$ cat src/ccsr_pkg.sv
// Constants and types for the core status register file
package ccsr_pkg;

  // ----------------------------------------------------------------
  // Register addresses in the special-function space
  // ----------------------------------------------------------------
  localparam logic [7:0] STACK_TOP_POINTER_ADDR   = 8'h81;
  localparam logic [7:0] DATA_POINTER_LOW_ADDR    = 8'h82;
  localparam logic [7:0] DATA_POINTER_HIGH_ADDR   = 8'h83;
  localparam logic [7:0] PROGRAM_STATUS_WORD_ADDR = 8'hD0;
  localparam logic [7:0] ARITH_PRIMARY_REG_ADDR   = 8'hE0;
  localparam logic [7:0] SECOND_OPERAND_REG_ADDR  = 8'hF0;

  // ----------------------------------------------------------------
  // Reset values
  // ----------------------------------------------------------------
  localparam logic [7:0] STACK_TOP_POINTER_RST = 8'h07;
  localparam logic [7:0] BYTE_ZERO_RST         = 8'h00;

  // ----------------------------------------------------------------
  // Status word bit positions
  // ----------------------------------------------------------------
  localparam int CARRY_BIT      = 7;
  localparam int HALF_CARRY_BIT = 6;
  localparam int USER_ZERO_BIT  = 5;
  localparam int BANK_HI_BIT    = 4;
  localparam int BANK_LO_BIT    = 3;
  localparam int ARITH_ERR_BIT  = 2;
  localparam int USER_ONE_BIT   = 1;
  localparam int PARITY_BIT     = 0;

  // Largest product that fits one byte
  localparam logic [15:0] PRODUCT_BYTE_MAX = 16'h00FF;

  // ----------------------------------------------------------------
  // Arithmetic operation codes from the datapath
  // ----------------------------------------------------------------
  typedef enum logic [2:0] {
    CCSR_OP_NONE,
    CCSR_OP_ADD,
    CCSR_OP_ADDC,
    CCSR_OP_SUBB,
    CCSR_OP_MUL,
    CCSR_OP_DIV
  } ccsr_op_t;

  // Register access request
  typedef struct packed {
    logic       wr;
    logic       rd;
    logic [7:0] addr;
    logic [7:0] wdata;
  } ccsr_sfr_req_t;

  // Datapath requests to the core registers
  typedef struct packed {
    ccsr_op_t   op;
    logic [7:0] opnd;
    logic       push;
  } ccsr_core_req_t;

endpackage : ccsr_pkg

$ cat src/ccsr_core_regs.sv
// Core status registers: stack, data pointer, status word, arithmetic
//
// Overview of operation
// - Stack pointer increments before each pushed byte.
// - Stack pointer resets to 0x07.
// - Low and high bytes form 16-bit pointer.
// - Carry set on carry/borrow, else cleared.
// - Half-carry set on nibble carry/borrow.
// - Two user flags only software changes.
// - Bank select picks one of four banks.
// - Overflow set on signed add/subtract overflow.
// - Overflow set when product exceeds 255.
// - Overflow set on divide by zero.
// - Overflow cleared by clean arithmetic completion.
// - Parity flag follows odd ones in primary.
// - Secondary register holds second operand/result.
`timescale 1ns/1ps
`default_nettype none

module ccsr_core_regs
  import ccsr_pkg::*;
#(
  parameter int DATA_W = 8
) (
  // Clock and reset
  input  wire logic           REF_CLK,
  input  wire logic           RST,
  // Special-function register access
  input  wire ccsr_sfr_req_t  SFR_REQ,
  output var  logic [7:0]     SFR_RDATA,
  // Datapath requests
  input  wire ccsr_core_req_t CORE_REQ,
  // Register views for the rest of the core
  output var  logic [7:0]     STACK_TOP_POINTER,
  output var  logic [15:0]    INDIRECT_ADDRESS_POINTER,
  output var  logic [4:0]     BANK_BASE,
  output var  logic [7:0]     PROGRAM_STATUS_WORD,
  output var  logic [7:0]     ARITH_PRIMARY_REG,
  output var  logic [7:0]     SECOND_OPERAND_REG
);

  // ----------------------------------------------------------------
  // Elaboration check
  // ----------------------------------------------------------------
  if (DATA_W != 8) begin : g_width_check
    $error("ccsr_core_regs supports only an 8-bit data width");
  end

  // ----------------------------------------------------------------
  // Storage
  // ----------------------------------------------------------------
  logic [7:0] stack_top_pointer;   // Top of stack address
  logic [7:0] data_pointer_low;    // Pointer low byte
  logic [7:0] data_pointer_high;   // Pointer high byte
  logic       carry_flag;          // Carry / borrow
  logic       half_carry_flag;     // Nibble carry / borrow
  logic       user_flag_zero;      // Software flag
  logic       user_flag_one;       // Software flag
  logic [1:0] bank_select;         // Working bank
  logic       arith_error_flag;    // Overflow
  logic [7:0] arith_primary_reg;   // Primary accumulator
  logic [7:0] second_operand_reg;  // Secondary accumulator

  // ----------------------------------------------------------------
  // Arithmetic results
  // ----------------------------------------------------------------
  logic [7:0]  next_primary;       // Result for primary
  logic [7:0]  next_second;        // Result for secondary
  logic        next_carry;         // Carry result
  logic        next_half;          // Half-carry result
  logic        next_err;           // Overflow result
  logic        upd_carry;          // Op touches carry/half
  logic        upd_err;            // Op touches overflow
  logic        op_active;          // Any arithmetic op
  logic [8:0]  sum9;               // Full byte sum/difference
  logic [4:0]  sum5;               // Low nibble sum/difference
  logic [15:0] product;            // Multiply result
  logic        cin;                // Carry in

  // ----------------------------------------------------------------
  // Status word assembly, used for read and output
  // ----------------------------------------------------------------
  function automatic logic [7:0] pack_psw(
    input logic       cy,
    input logic       hc,
    input logic       f0,
    input logic [1:0] bs,
    input logic       ov,
    input logic       f1,
    input logic [7:0] acc
  );
    logic [7:0] w;
    w                 = BYTE_ZERO_RST;
    w[CARRY_BIT]      = cy;
    w[HALF_CARRY_BIT] = hc;
    w[USER_ZERO_BIT]  = f0;
    w[BANK_HI_BIT:BANK_LO_BIT] = bs;
    w[ARITH_ERR_BIT]  = ov;
    w[USER_ONE_BIT]   = f1;
    w[PARITY_BIT]     = ^acc;
    return w;
  endfunction : pack_psw

  // ----------------------------------------------------------------
  // Combinational arithmetic per operation
  // ----------------------------------------------------------------
  always_comb begin
    cin          = 1'b0;
    sum9         = 9'h000;
    sum5         = 5'h00;
    product      = 16'h0000;
    next_primary = arith_primary_reg;
    next_second  = second_operand_reg;
    next_carry   = 1'b0;
    next_half    = 1'b0;
    next_err     = 1'b0;
    upd_carry    = 1'b0;
    upd_err      = 1'b0;
    op_active    = (CORE_REQ.op != CCSR_OP_NONE);
    unique case (CORE_REQ.op)
      CCSR_OP_NONE: begin
        // Nothing to compute
      end
      CCSR_OP_ADD, CCSR_OP_ADDC: begin
        cin  = (CORE_REQ.op == CCSR_OP_ADDC) ? carry_flag : 1'b0;
        sum9 = {1'b0, arith_primary_reg} + {1'b0, CORE_REQ.opnd}
               + {8'h00, cin};
        sum5 = {1'b0, arith_primary_reg[3:0]} + {1'b0, CORE_REQ.opnd[3:0]}
               + {4'h0, cin};
        next_primary = sum9[7:0];
        next_carry   = sum9[8];
        next_half    = sum5[4];
        // Same-sign operands giving other-sign result
        next_err = (arith_primary_reg[7] == CORE_REQ.opnd[7]) &&
                   (sum9[7] != arith_primary_reg[7]);
        upd_carry = 1'b1;
        upd_err   = 1'b1;
      end
      CCSR_OP_SUBB: begin
        cin  = carry_flag;
        sum9 = {1'b0, arith_primary_reg} - {1'b0, CORE_REQ.opnd}
               - {8'h00, cin};
        sum5 = {1'b0, arith_primary_reg[3:0]} - {1'b0, CORE_REQ.opnd[3:0]}
               - {4'h0, cin};
        next_primary = sum9[7:0];
        next_carry   = sum9[8];
        next_half    = sum5[4];
        // Different-sign operands, result sign differs from minuend
        next_err = (arith_primary_reg[7] != CORE_REQ.opnd[7]) &&
                   (sum9[7] != arith_primary_reg[7]);
        upd_carry = 1'b1;
        upd_err   = 1'b1;
      end
      CCSR_OP_MUL: begin
        // Primary times secondary; high byte lands in secondary
        product      = {8'h00, arith_primary_reg} *
                       {8'h00, second_operand_reg};
        next_primary = product[7:0];
        next_second  = product[15:8];
        next_err     = (product > PRODUCT_BYTE_MAX);
        next_carry   = 1'b0;
        upd_carry    = 1'b1;
        upd_err      = 1'b1;
      end
      CCSR_OP_DIV: begin
        // Quotient to primary, remainder to secondary
        if (second_operand_reg == BYTE_ZERO_RST) begin
          next_err = 1'b1;
        end else begin
          next_primary = arith_primary_reg / second_operand_reg;
          next_second  = arith_primary_reg % second_operand_reg;
        end
        next_carry = 1'b0;
        upd_carry  = 1'b1;
        upd_err    = 1'b1;
      end
      default: begin
        // Illegal op code: no effect
        op_active = 1'b0;
      end
    endcase
  end

  // ----------------------------------------------------------------
  // Software write strobes
  // ----------------------------------------------------------------
  logic wr_sp;   // Store to stack pointer
  logic wr_dpl;  // Store to pointer low byte
  logic wr_dph;  // Store to pointer high byte
  logic wr_psw;  // Store to status word
  logic wr_acc;  // Store to primary
  logic wr_b;    // Store to secondary

  // One decoder shared by every register's write strobe
  function automatic logic write_hit(
    input ccsr_sfr_req_t req,
    input logic [7:0]    target
  );
    return req.wr && (req.addr == target);
  endfunction : write_hit

  assign wr_sp  = write_hit(SFR_REQ, STACK_TOP_POINTER_ADDR);
  assign wr_dpl = write_hit(SFR_REQ, DATA_POINTER_LOW_ADDR);
  assign wr_dph = write_hit(SFR_REQ, DATA_POINTER_HIGH_ADDR);
  assign wr_psw = write_hit(SFR_REQ, PROGRAM_STATUS_WORD_ADDR);
  assign wr_acc = write_hit(SFR_REQ, ARITH_PRIMARY_REG_ADDR);
  assign wr_b   = write_hit(SFR_REQ, SECOND_OPERAND_REG_ADDR);

  // ----------------------------------------------------------------
  // Stack pointer
  // ----------------------------------------------------------------
  always_ff @(posedge REF_CLK or posedge RST) begin
    if (RST) begin
      stack_top_pointer <= STACK_TOP_POINTER_RST;
    end else if (CORE_REQ.push) begin
      // Pre-increment so pointer names the byte now written
      stack_top_pointer <= stack_top_pointer + 8'h01;
    end else if (wr_sp) begin
      // Software store only when no push
      stack_top_pointer <= SFR_REQ.wdata;
    end
  end

  // ----------------------------------------------------------------
  // Data pointer bytes
  // ----------------------------------------------------------------
  always_ff @(posedge REF_CLK or posedge RST) begin
    if (RST) begin
      data_pointer_low  <= BYTE_ZERO_RST;
      data_pointer_high <= BYTE_ZERO_RST;
    end else begin
      if (wr_dpl) begin
        data_pointer_low <= SFR_REQ.wdata;
      end
      if (wr_dph) begin
        data_pointer_high <= SFR_REQ.wdata;
      end
    end
  end

  // ----------------------------------------------------------------
  // Status word flags; hardware update beats a same-cycle write
  // ----------------------------------------------------------------
  always_ff @(posedge REF_CLK or posedge RST) begin
    if (RST) begin
      carry_flag       <= 1'b0;
      half_carry_flag  <= 1'b0;
      user_flag_zero   <= 1'b0;
      user_flag_one    <= 1'b0;
      bank_select      <= 2'b00;
      arith_error_flag <= 1'b0;
    end else begin
      if (wr_psw) begin
        // Parity bit of the write data is dropped
        carry_flag       <= SFR_REQ.wdata[CARRY_BIT];
        half_carry_flag  <= SFR_REQ.wdata[HALF_CARRY_BIT];
        user_flag_zero   <= SFR_REQ.wdata[USER_ZERO_BIT];
        user_flag_one    <= SFR_REQ.wdata[USER_ONE_BIT];
        bank_select      <= SFR_REQ.wdata[BANK_HI_BIT:BANK_LO_BIT];
        arith_error_flag <= SFR_REQ.wdata[ARITH_ERR_BIT];
      end
      if (op_active && upd_carry) begin
        carry_flag      <= next_carry;
        half_carry_flag <= next_half;
      end
      if (op_active && upd_err) begin
        arith_error_flag <= next_err;
      end
    end
  end

  // ----------------------------------------------------------------
  // Arithmetic registers; operation beats a same-cycle write
  // ----------------------------------------------------------------
  always_ff @(posedge REF_CLK or posedge RST) begin
    if (RST) begin
      arith_primary_reg  <= BYTE_ZERO_RST;
      second_operand_reg <= BYTE_ZERO_RST;
    end else if (op_active) begin
      arith_primary_reg  <= next_primary;
      second_operand_reg <= next_second;
    end else begin
      if (wr_acc) begin
        arith_primary_reg <= SFR_REQ.wdata;
      end
      if (wr_b) begin
        second_operand_reg <= SFR_REQ.wdata;
      end
    end
  end

  // ----------------------------------------------------------------
  // Registered outputs, one cycle after the state
  // ----------------------------------------------------------------
  always_ff @(posedge REF_CLK or posedge RST) begin
    if (RST) begin
      STACK_TOP_POINTER        <= STACK_TOP_POINTER_RST;
      INDIRECT_ADDRESS_POINTER <= {BYTE_ZERO_RST, BYTE_ZERO_RST};
      BANK_BASE                <= 5'h00;
      PROGRAM_STATUS_WORD      <= BYTE_ZERO_RST;
      ARITH_PRIMARY_REG        <= BYTE_ZERO_RST;
      SECOND_OPERAND_REG       <= BYTE_ZERO_RST;
    end else begin
      STACK_TOP_POINTER        <= stack_top_pointer;
      INDIRECT_ADDRESS_POINTER <= {data_pointer_high,
                                   data_pointer_low};
      BANK_BASE                <= {bank_select, 3'b000};
      PROGRAM_STATUS_WORD      <= pack_psw(carry_flag, half_carry_flag,
                                    user_flag_zero, bank_select,
                                    arith_error_flag, user_flag_one,
                                    arith_primary_reg);
      ARITH_PRIMARY_REG        <= arith_primary_reg;
      SECOND_OPERAND_REG       <= second_operand_reg;
    end
  end

  // ----------------------------------------------------------------
  // Read data, registered; unmapped addresses read zero
  // ----------------------------------------------------------------
  always_ff @(posedge REF_CLK or posedge RST) begin
    if (RST) begin
      SFR_RDATA <= BYTE_ZERO_RST;
    end else if (SFR_REQ.rd) begin
      unique case (SFR_REQ.addr)
        STACK_TOP_POINTER_ADDR:   SFR_RDATA <= stack_top_pointer;
        DATA_POINTER_LOW_ADDR:    SFR_RDATA <= data_pointer_low;
        DATA_POINTER_HIGH_ADDR:   SFR_RDATA <= data_pointer_high;
        PROGRAM_STATUS_WORD_ADDR: SFR_RDATA <= pack_psw(carry_flag,
                                    half_carry_flag, user_flag_zero,
                                    bank_select, arith_error_flag,
                                    user_flag_one, arith_primary_reg);
        ARITH_PRIMARY_REG_ADDR:   SFR_RDATA <= arith_primary_reg;
        SECOND_OPERAND_REG_ADDR:  SFR_RDATA <= second_operand_reg;
        default:                  SFR_RDATA <= BYTE_ZERO_RST;
      endcase
    end
  end

endmodule : ccsr_core_regs

`default_nettype wire

$ cat config.mk
export PLATFORM = sky130hd
export DESIGN_NAME = ccsr_core_regs
export DESIGN_NICKNAME = d
export VERILOG_FILES = /design/src/ccsr_pkg.sv /design/src/ccsr_core_regs.sv
export SDC_FILE = /design/constraint.sdc
export NUM_CORES = 1
export LEC_CHECK = 0
export BUFFER_PORTS_ARGS = -buffer_cell sky130_fd_sc_hd__buf_4
export CAP_MARGIN = 30
export CELL_PAD_IN_SITES_DETAIL_PLACEMENT = 2
export CELL_PAD_IN_SITES_GLOBAL_PLACEMENT = 2
export CORE_AREA = 8 8 207 150
export DETAILED_ROUTE_END_ITERATION = 10
export DIE_AREA = 0 0 215 158
export PLACE_DENSITY = 0.78
export SLEW_MARGIN = 40
export SYNTH_ARGS = -nofsm -noshare
export SYNTH_HDL_FRONTEND = slang
export SYNTH_SLANG_ARGS = --single-unit
$ cat constraint.sdc
create_clock -name REF_CLK -period 12 [get_ports REF_CLK]
set_input_delay 1.2 -clock REF_CLK [delete_from_list [all_inputs] [get_ports REF_CLK]]
set_output_delay 1.2 -clock REF_CLK [all_outputs]
set_load 0.005 [all_outputs]
### Yosys cells after proc, flatten, opt, wreduce, memory -nomap -nowiden

Cells that the tools add are included.

* register bits after elaboration: 105
* input bits: 32
* bits in read-only memories: 0
* bits in latches: 0
* logic and storage cells: 95
* memories: 0
* bits in writable memories: 0
* output and inout port bits: 61

* bitwise gates (word level): 0
* equal/unequal tests: 18
* shift-type cells: 0
* reductions and logical operators: 22
* order comparisons: 1
* mux-type cells: 24
* divide/modulo/power cells: 2
* add/sub/neg operators: 9
* $mul: 1

Operator list (count)
* $mux 8: 8
* $eq 8x8->1 const B: 6
* $pmux 8 s6: 1
* $pmux 8 s4: 1
* $gt 16x8->1 const B: 1
* $mul 8x8->16: 1
* $pmux 8 s2: 1
* $mux 1: 10
* $add 8x8->9: 1
* $add 9x1->9: 1
* $logic_and 1x1->1: 9
* $sub 8x8->9: 1
* $sub 9x1->9: 1
* $add 8x1->8 const B: 1
* $div 8x8->8: 1
* $logic_not 8->1: 1
* $mod 8x8->8: 1
* $reduce_bool 2->1: 4
* $reduce_xor 8->1: 1
* $eq 3x2->1 const B: 2
* $eq 3x3->1 const B: 2
* $reduce_and 3->1: 2
* $reduce_or 6->1: 1
* $add 4x4->5: 1
* 15 further kinds: 18

### Logic depth before layout (Yosys ltp)

* word-level depth: 7
* depth in mapped cells: 55
* depth with buffers taken out: 51

### Least setup slack after synthesis

OpenSTA, ideal clock, no wires.

* path type: reg2reg
* start point: register second_operand_reg[4]
* end point: register second_operand_reg[6]
* cell stages (with the launch flop): 48
* setup slack: 0.203 ns
* path buffers: 5
* data arrival time: 11.715 ns
* data required time: 11.918 ns
* setup time: 0.082 ns
* period minus slack after synthesis: 11.797 ns
* cell sequence: dfrtp_1 buf_6 or4_4 o41a_1 a21o_1 ha_1 o21a_1 o211a_1 mux2_2 ha_1 a21oi_1 nand3_1 a22o_1 o32ai_1 ha_1 a21oi_1 a21boi_0 o21ai_1 [... 12 more ...] nor3_1 a21o_1 ha_1 o21a_1 o22ai_1 o21ai_0 and2_1 clkbuf_1 a21oi_1 fa_1 a211oi_1 nor2_1 o31a_1 o22ai_1 clkbuf_1 o21ai_0 a31o_2 a31oi_1

* longest elaborated chain between the ends: 4

RTL lines
* start, declared: line ccsr_core_regs.sv:62 `logic [7:0] second_operand_reg;`
* start signal, assigned: line ccsr_core_regs.sv:281 `second_operand_reg <= next_second;`
* start signal, assigned: line ccsr_core_regs.sv:287 `second_operand_reg <= SFR_REQ.wdata;`
* $mod 8x8->8: line ccsr_core_regs.sv:171 `next_second = arith_primary_reg % second_operand_reg;`
* $mux 8: line ccsr_core_regs.sv:167 `if (second_operand_reg == BYTE_ZERO_RST) begin`
* $pmux 8 s2: line ccsr_core_regs.sv:120 `unique case (CORE_REQ.op)`
* $mux 8: line ccsr_core_regs.sv:279 `end else if (op_active) begin`

Several ways; a longest one is shown, not always the timed one. The select of a mux whose other input is x is not followed.
A chain may end at the register's enable or synchronous reset.

### Worst setup path after layout

* start point: register second_operand_reg[5]
* end point: register second_operand_reg[5]

The elaborated chain is that of the path after synthesis.

==> flow_summary.toml <==
[status]
outcome = "completed"

[finish]
utilization_pct = 39.9
fin_cells = 1516
final_common_cell = "buf_4"
largest_reg_flops = 16
design_area_mm2 = 0.0112
largest-register = "INDIRECT_ADDRESS_POINTER"
syn_to_final_growth_pct = 20.7
antenna_cells = 0
drive_gt1_share_pct = 22.4
layout_common_cells = "buf_4, dfrtp_1, ha_1"
nets = 1309

[clocking]
cts_sinks = 103
cts_tree = "built"
cts_inserted_buffers = 9
cts_buffer_depth = 2
h-tree-depth = 3
cts.reportedPaths.clkPinSlew_ns = 0.08
clock_latency_ns = 0.37
hold_buffers = 0
clockRootBuffer = "clkbuf_16"

[sta]
worst_clock_skew_ns = 0.0150
min_period_ns = 11.70
period_share_pct = 97.5
max-slew-margin-rel_pct = 49.8
slew_viol_final = 0
setup_violations = 0
worstMarginPinSlew_ns = 0.744
hold_viol_final = 0
fin_ws_ns = 0.300
max_freq_ghz = 0.0855

[detailed_routing]
drtIter0Drc = 557
vias_per_cell = 5.74
dr.pass1.iters = 7
num_vias = 8704
wl_per_cell_um = 25.8
ant_nets = 0
drc = 0
wl_um = 39200

[synth]
synth.cell_area_mm2 = 0.00929
seq_area_frac_synth_pct = 27.8
synthXorXnorAreaFrac_pct = 3.87
synth_async_sr_flop_share_pct = 100
yosys.area_share.simple_pct = 14.8
synth-edff-count = 0
synth_seq_cells = 103
ys_warn_count = 0
synth_compound_area_share_pct = 19.0
avgSynthCellArea_um2 = 9.02
syn_inst = 1030
synth.distinct_cells = 77
muxShareOfSynthArea_pct = 5.79
synth_fa_ha_area_share_pct = 22.7
synth_top_family_by_area = "adder cells"
ys.flop_type = "dfrtp_1"

[grt]
antenna_found_initial = 3
grt.total_usage_pct = 22.5
grt_max_degree = 66
grt_pass1_wl_um = 58600
grt-ovfl-total = 0
grt_pass1_vias = 9524

[setup_path]
r2r_slack_ns = 0.30
critPathSlowestCell = "or4_4"
rr_worst_depth = 49
cp_slowest_stage_delay_ns = 0.58
critPathKind = "reg2reg"
worst_setup_path_start_kind = "flop"
endpoint_kind = "flop"
critPathMostFrequentCell = "ha_1"
cp.arrival_ns = 11.94
cp_max_fo = 11
cp_data_required_time_ns = 12.24

[place]
place_congestion = 0.890
placed_cells = 1484
hpwlAfterDp_um = 30100
place.port_buffers = 89
pre_cts_slack_ns = -0.563
placed_area_mm2 = 0.0105

[floorplan]
dieArea_mm2 = 0.0340
rows = 52
core_area_mm2 = 0.0281
io_pins = 93
start_util_pct = 33.0
fp.dieH_um = 158
die_w_um = 215

[job]
drv_cap = 0

[hold_path]
hold_path_depth = 0
hp-class = "reg2reg"
==> cell usage after synthesis (9+ instances only) <==
library cell    n  area (µm²)
inv_1          89         334
o21ai_0        48         240
o221ai_1       11        96.3
a21o_1         10        75.1
dfrtp_1        97        2430
nand2_1        85         319
a31oi_1        10        62.6
clkbuf_1       36         135
mux2_2         35         394
fa_1           41         821
o211ai_1       11        82.6
nand3_1        32         160
nor3_1         20         100
nor2_1         91         342
nor2b_1         9        56.3
o21a_1         19         143
mux2i_1        13         130
a22oi_1        18         135
ha_1          103        1290
xor2_1         16         140
a21oi_1        52         260
o22ai_1        14        87.6
xnor2_1        25         219
or3_1          10        62.6
==> worst max-delay path, delay by kind of cell, from the launching register on <==
kind | cells | cell delay, ns
AO/OA/AOI/OAI | 22 | 4.51
adder cells (fa/ha/maj) | 7 | 2.05
buffers and inverters | 5 | 0.87
flip-flops | 1 | 0.41
multiplexers | 3 | 0.87
AND/OR/NAND/NOR | 12 | 2.85
==> worst paths after layout <==
check | start | endpoint
min reg2reg | data_pointer_high[2] | INDIRECT_ADDRESS_POINTER[10]
min | data_pointer_high[2] | INDIRECT_ADDRESS_POINTER[10]
max reg2reg | second_operand_reg[5] | second_operand_reg[5]
max | second_operand_reg[5] | second_operand_reg[5]
max in group asynchronous | RST | SECOND_OPERAND_REG[2]
min in group asynchronous | RST | INDIRECT_ADDRESS_POINTER[4]
==> cell type report <==
class / count / area [µm²]
fillers: 3189 / 16900
multi-input cells: 789 / 6430
flip-flops and latches: 103 / 2580
repair buffers: 135 / 1040
well taps: 378 / 473
inverters: 95 / 359
clock buffers: 9 / 225
clock inverters: 7 / 91.3
==> per-layer routing <==
layer | share of wire, % | track usage [%] | wire length (µm) | vias to the layer above
met5 | 0.033 | 0 | 13 | -
met4 | 2.6 | 7.21 | 1030 | 2
met3 | 6.4 | 4.31 | 2510 | 69
met2 | 43 | 34.5 | 17000 | 262
met1 | 48 | 31.7 | 18600 | 4500
li1 | - | - | - | 3871
==> cells by family (layout without fill, tap and decap cells) <==
logic type                 Yosys count  in the layout
and+or+nand+nor                    290            291
AOI/OAI and AO/OA                  261            261
adders and majority gates          144            144
buffers and inverters              141            246
DFF                                103            103
muxes                               49             49
xor gates and xnor gates            41             41
other                                1              3
==> timing repair <==
action                                  CTS  global route
cloned                                    0             2
pin swaps                                 2            19
resized for setup                        10            45
buffers inserted                          2            12
endpoints found under the setup margin    9             9
==> through the flow <==
step           setup TNS, ns  hold WS (ns)
3_5_place_dp           -4.04         0.380
5_1_grt               -0.544         0.418
3_3_place_gp               0         0.377
6_report                   0         0.401
4_1_cts                    0         0.403
2_1_floorplan              0         0.352
Power is not shown: default switching activity piles up to over one toggle a cycle in this logic, so the estimate is an artifact.
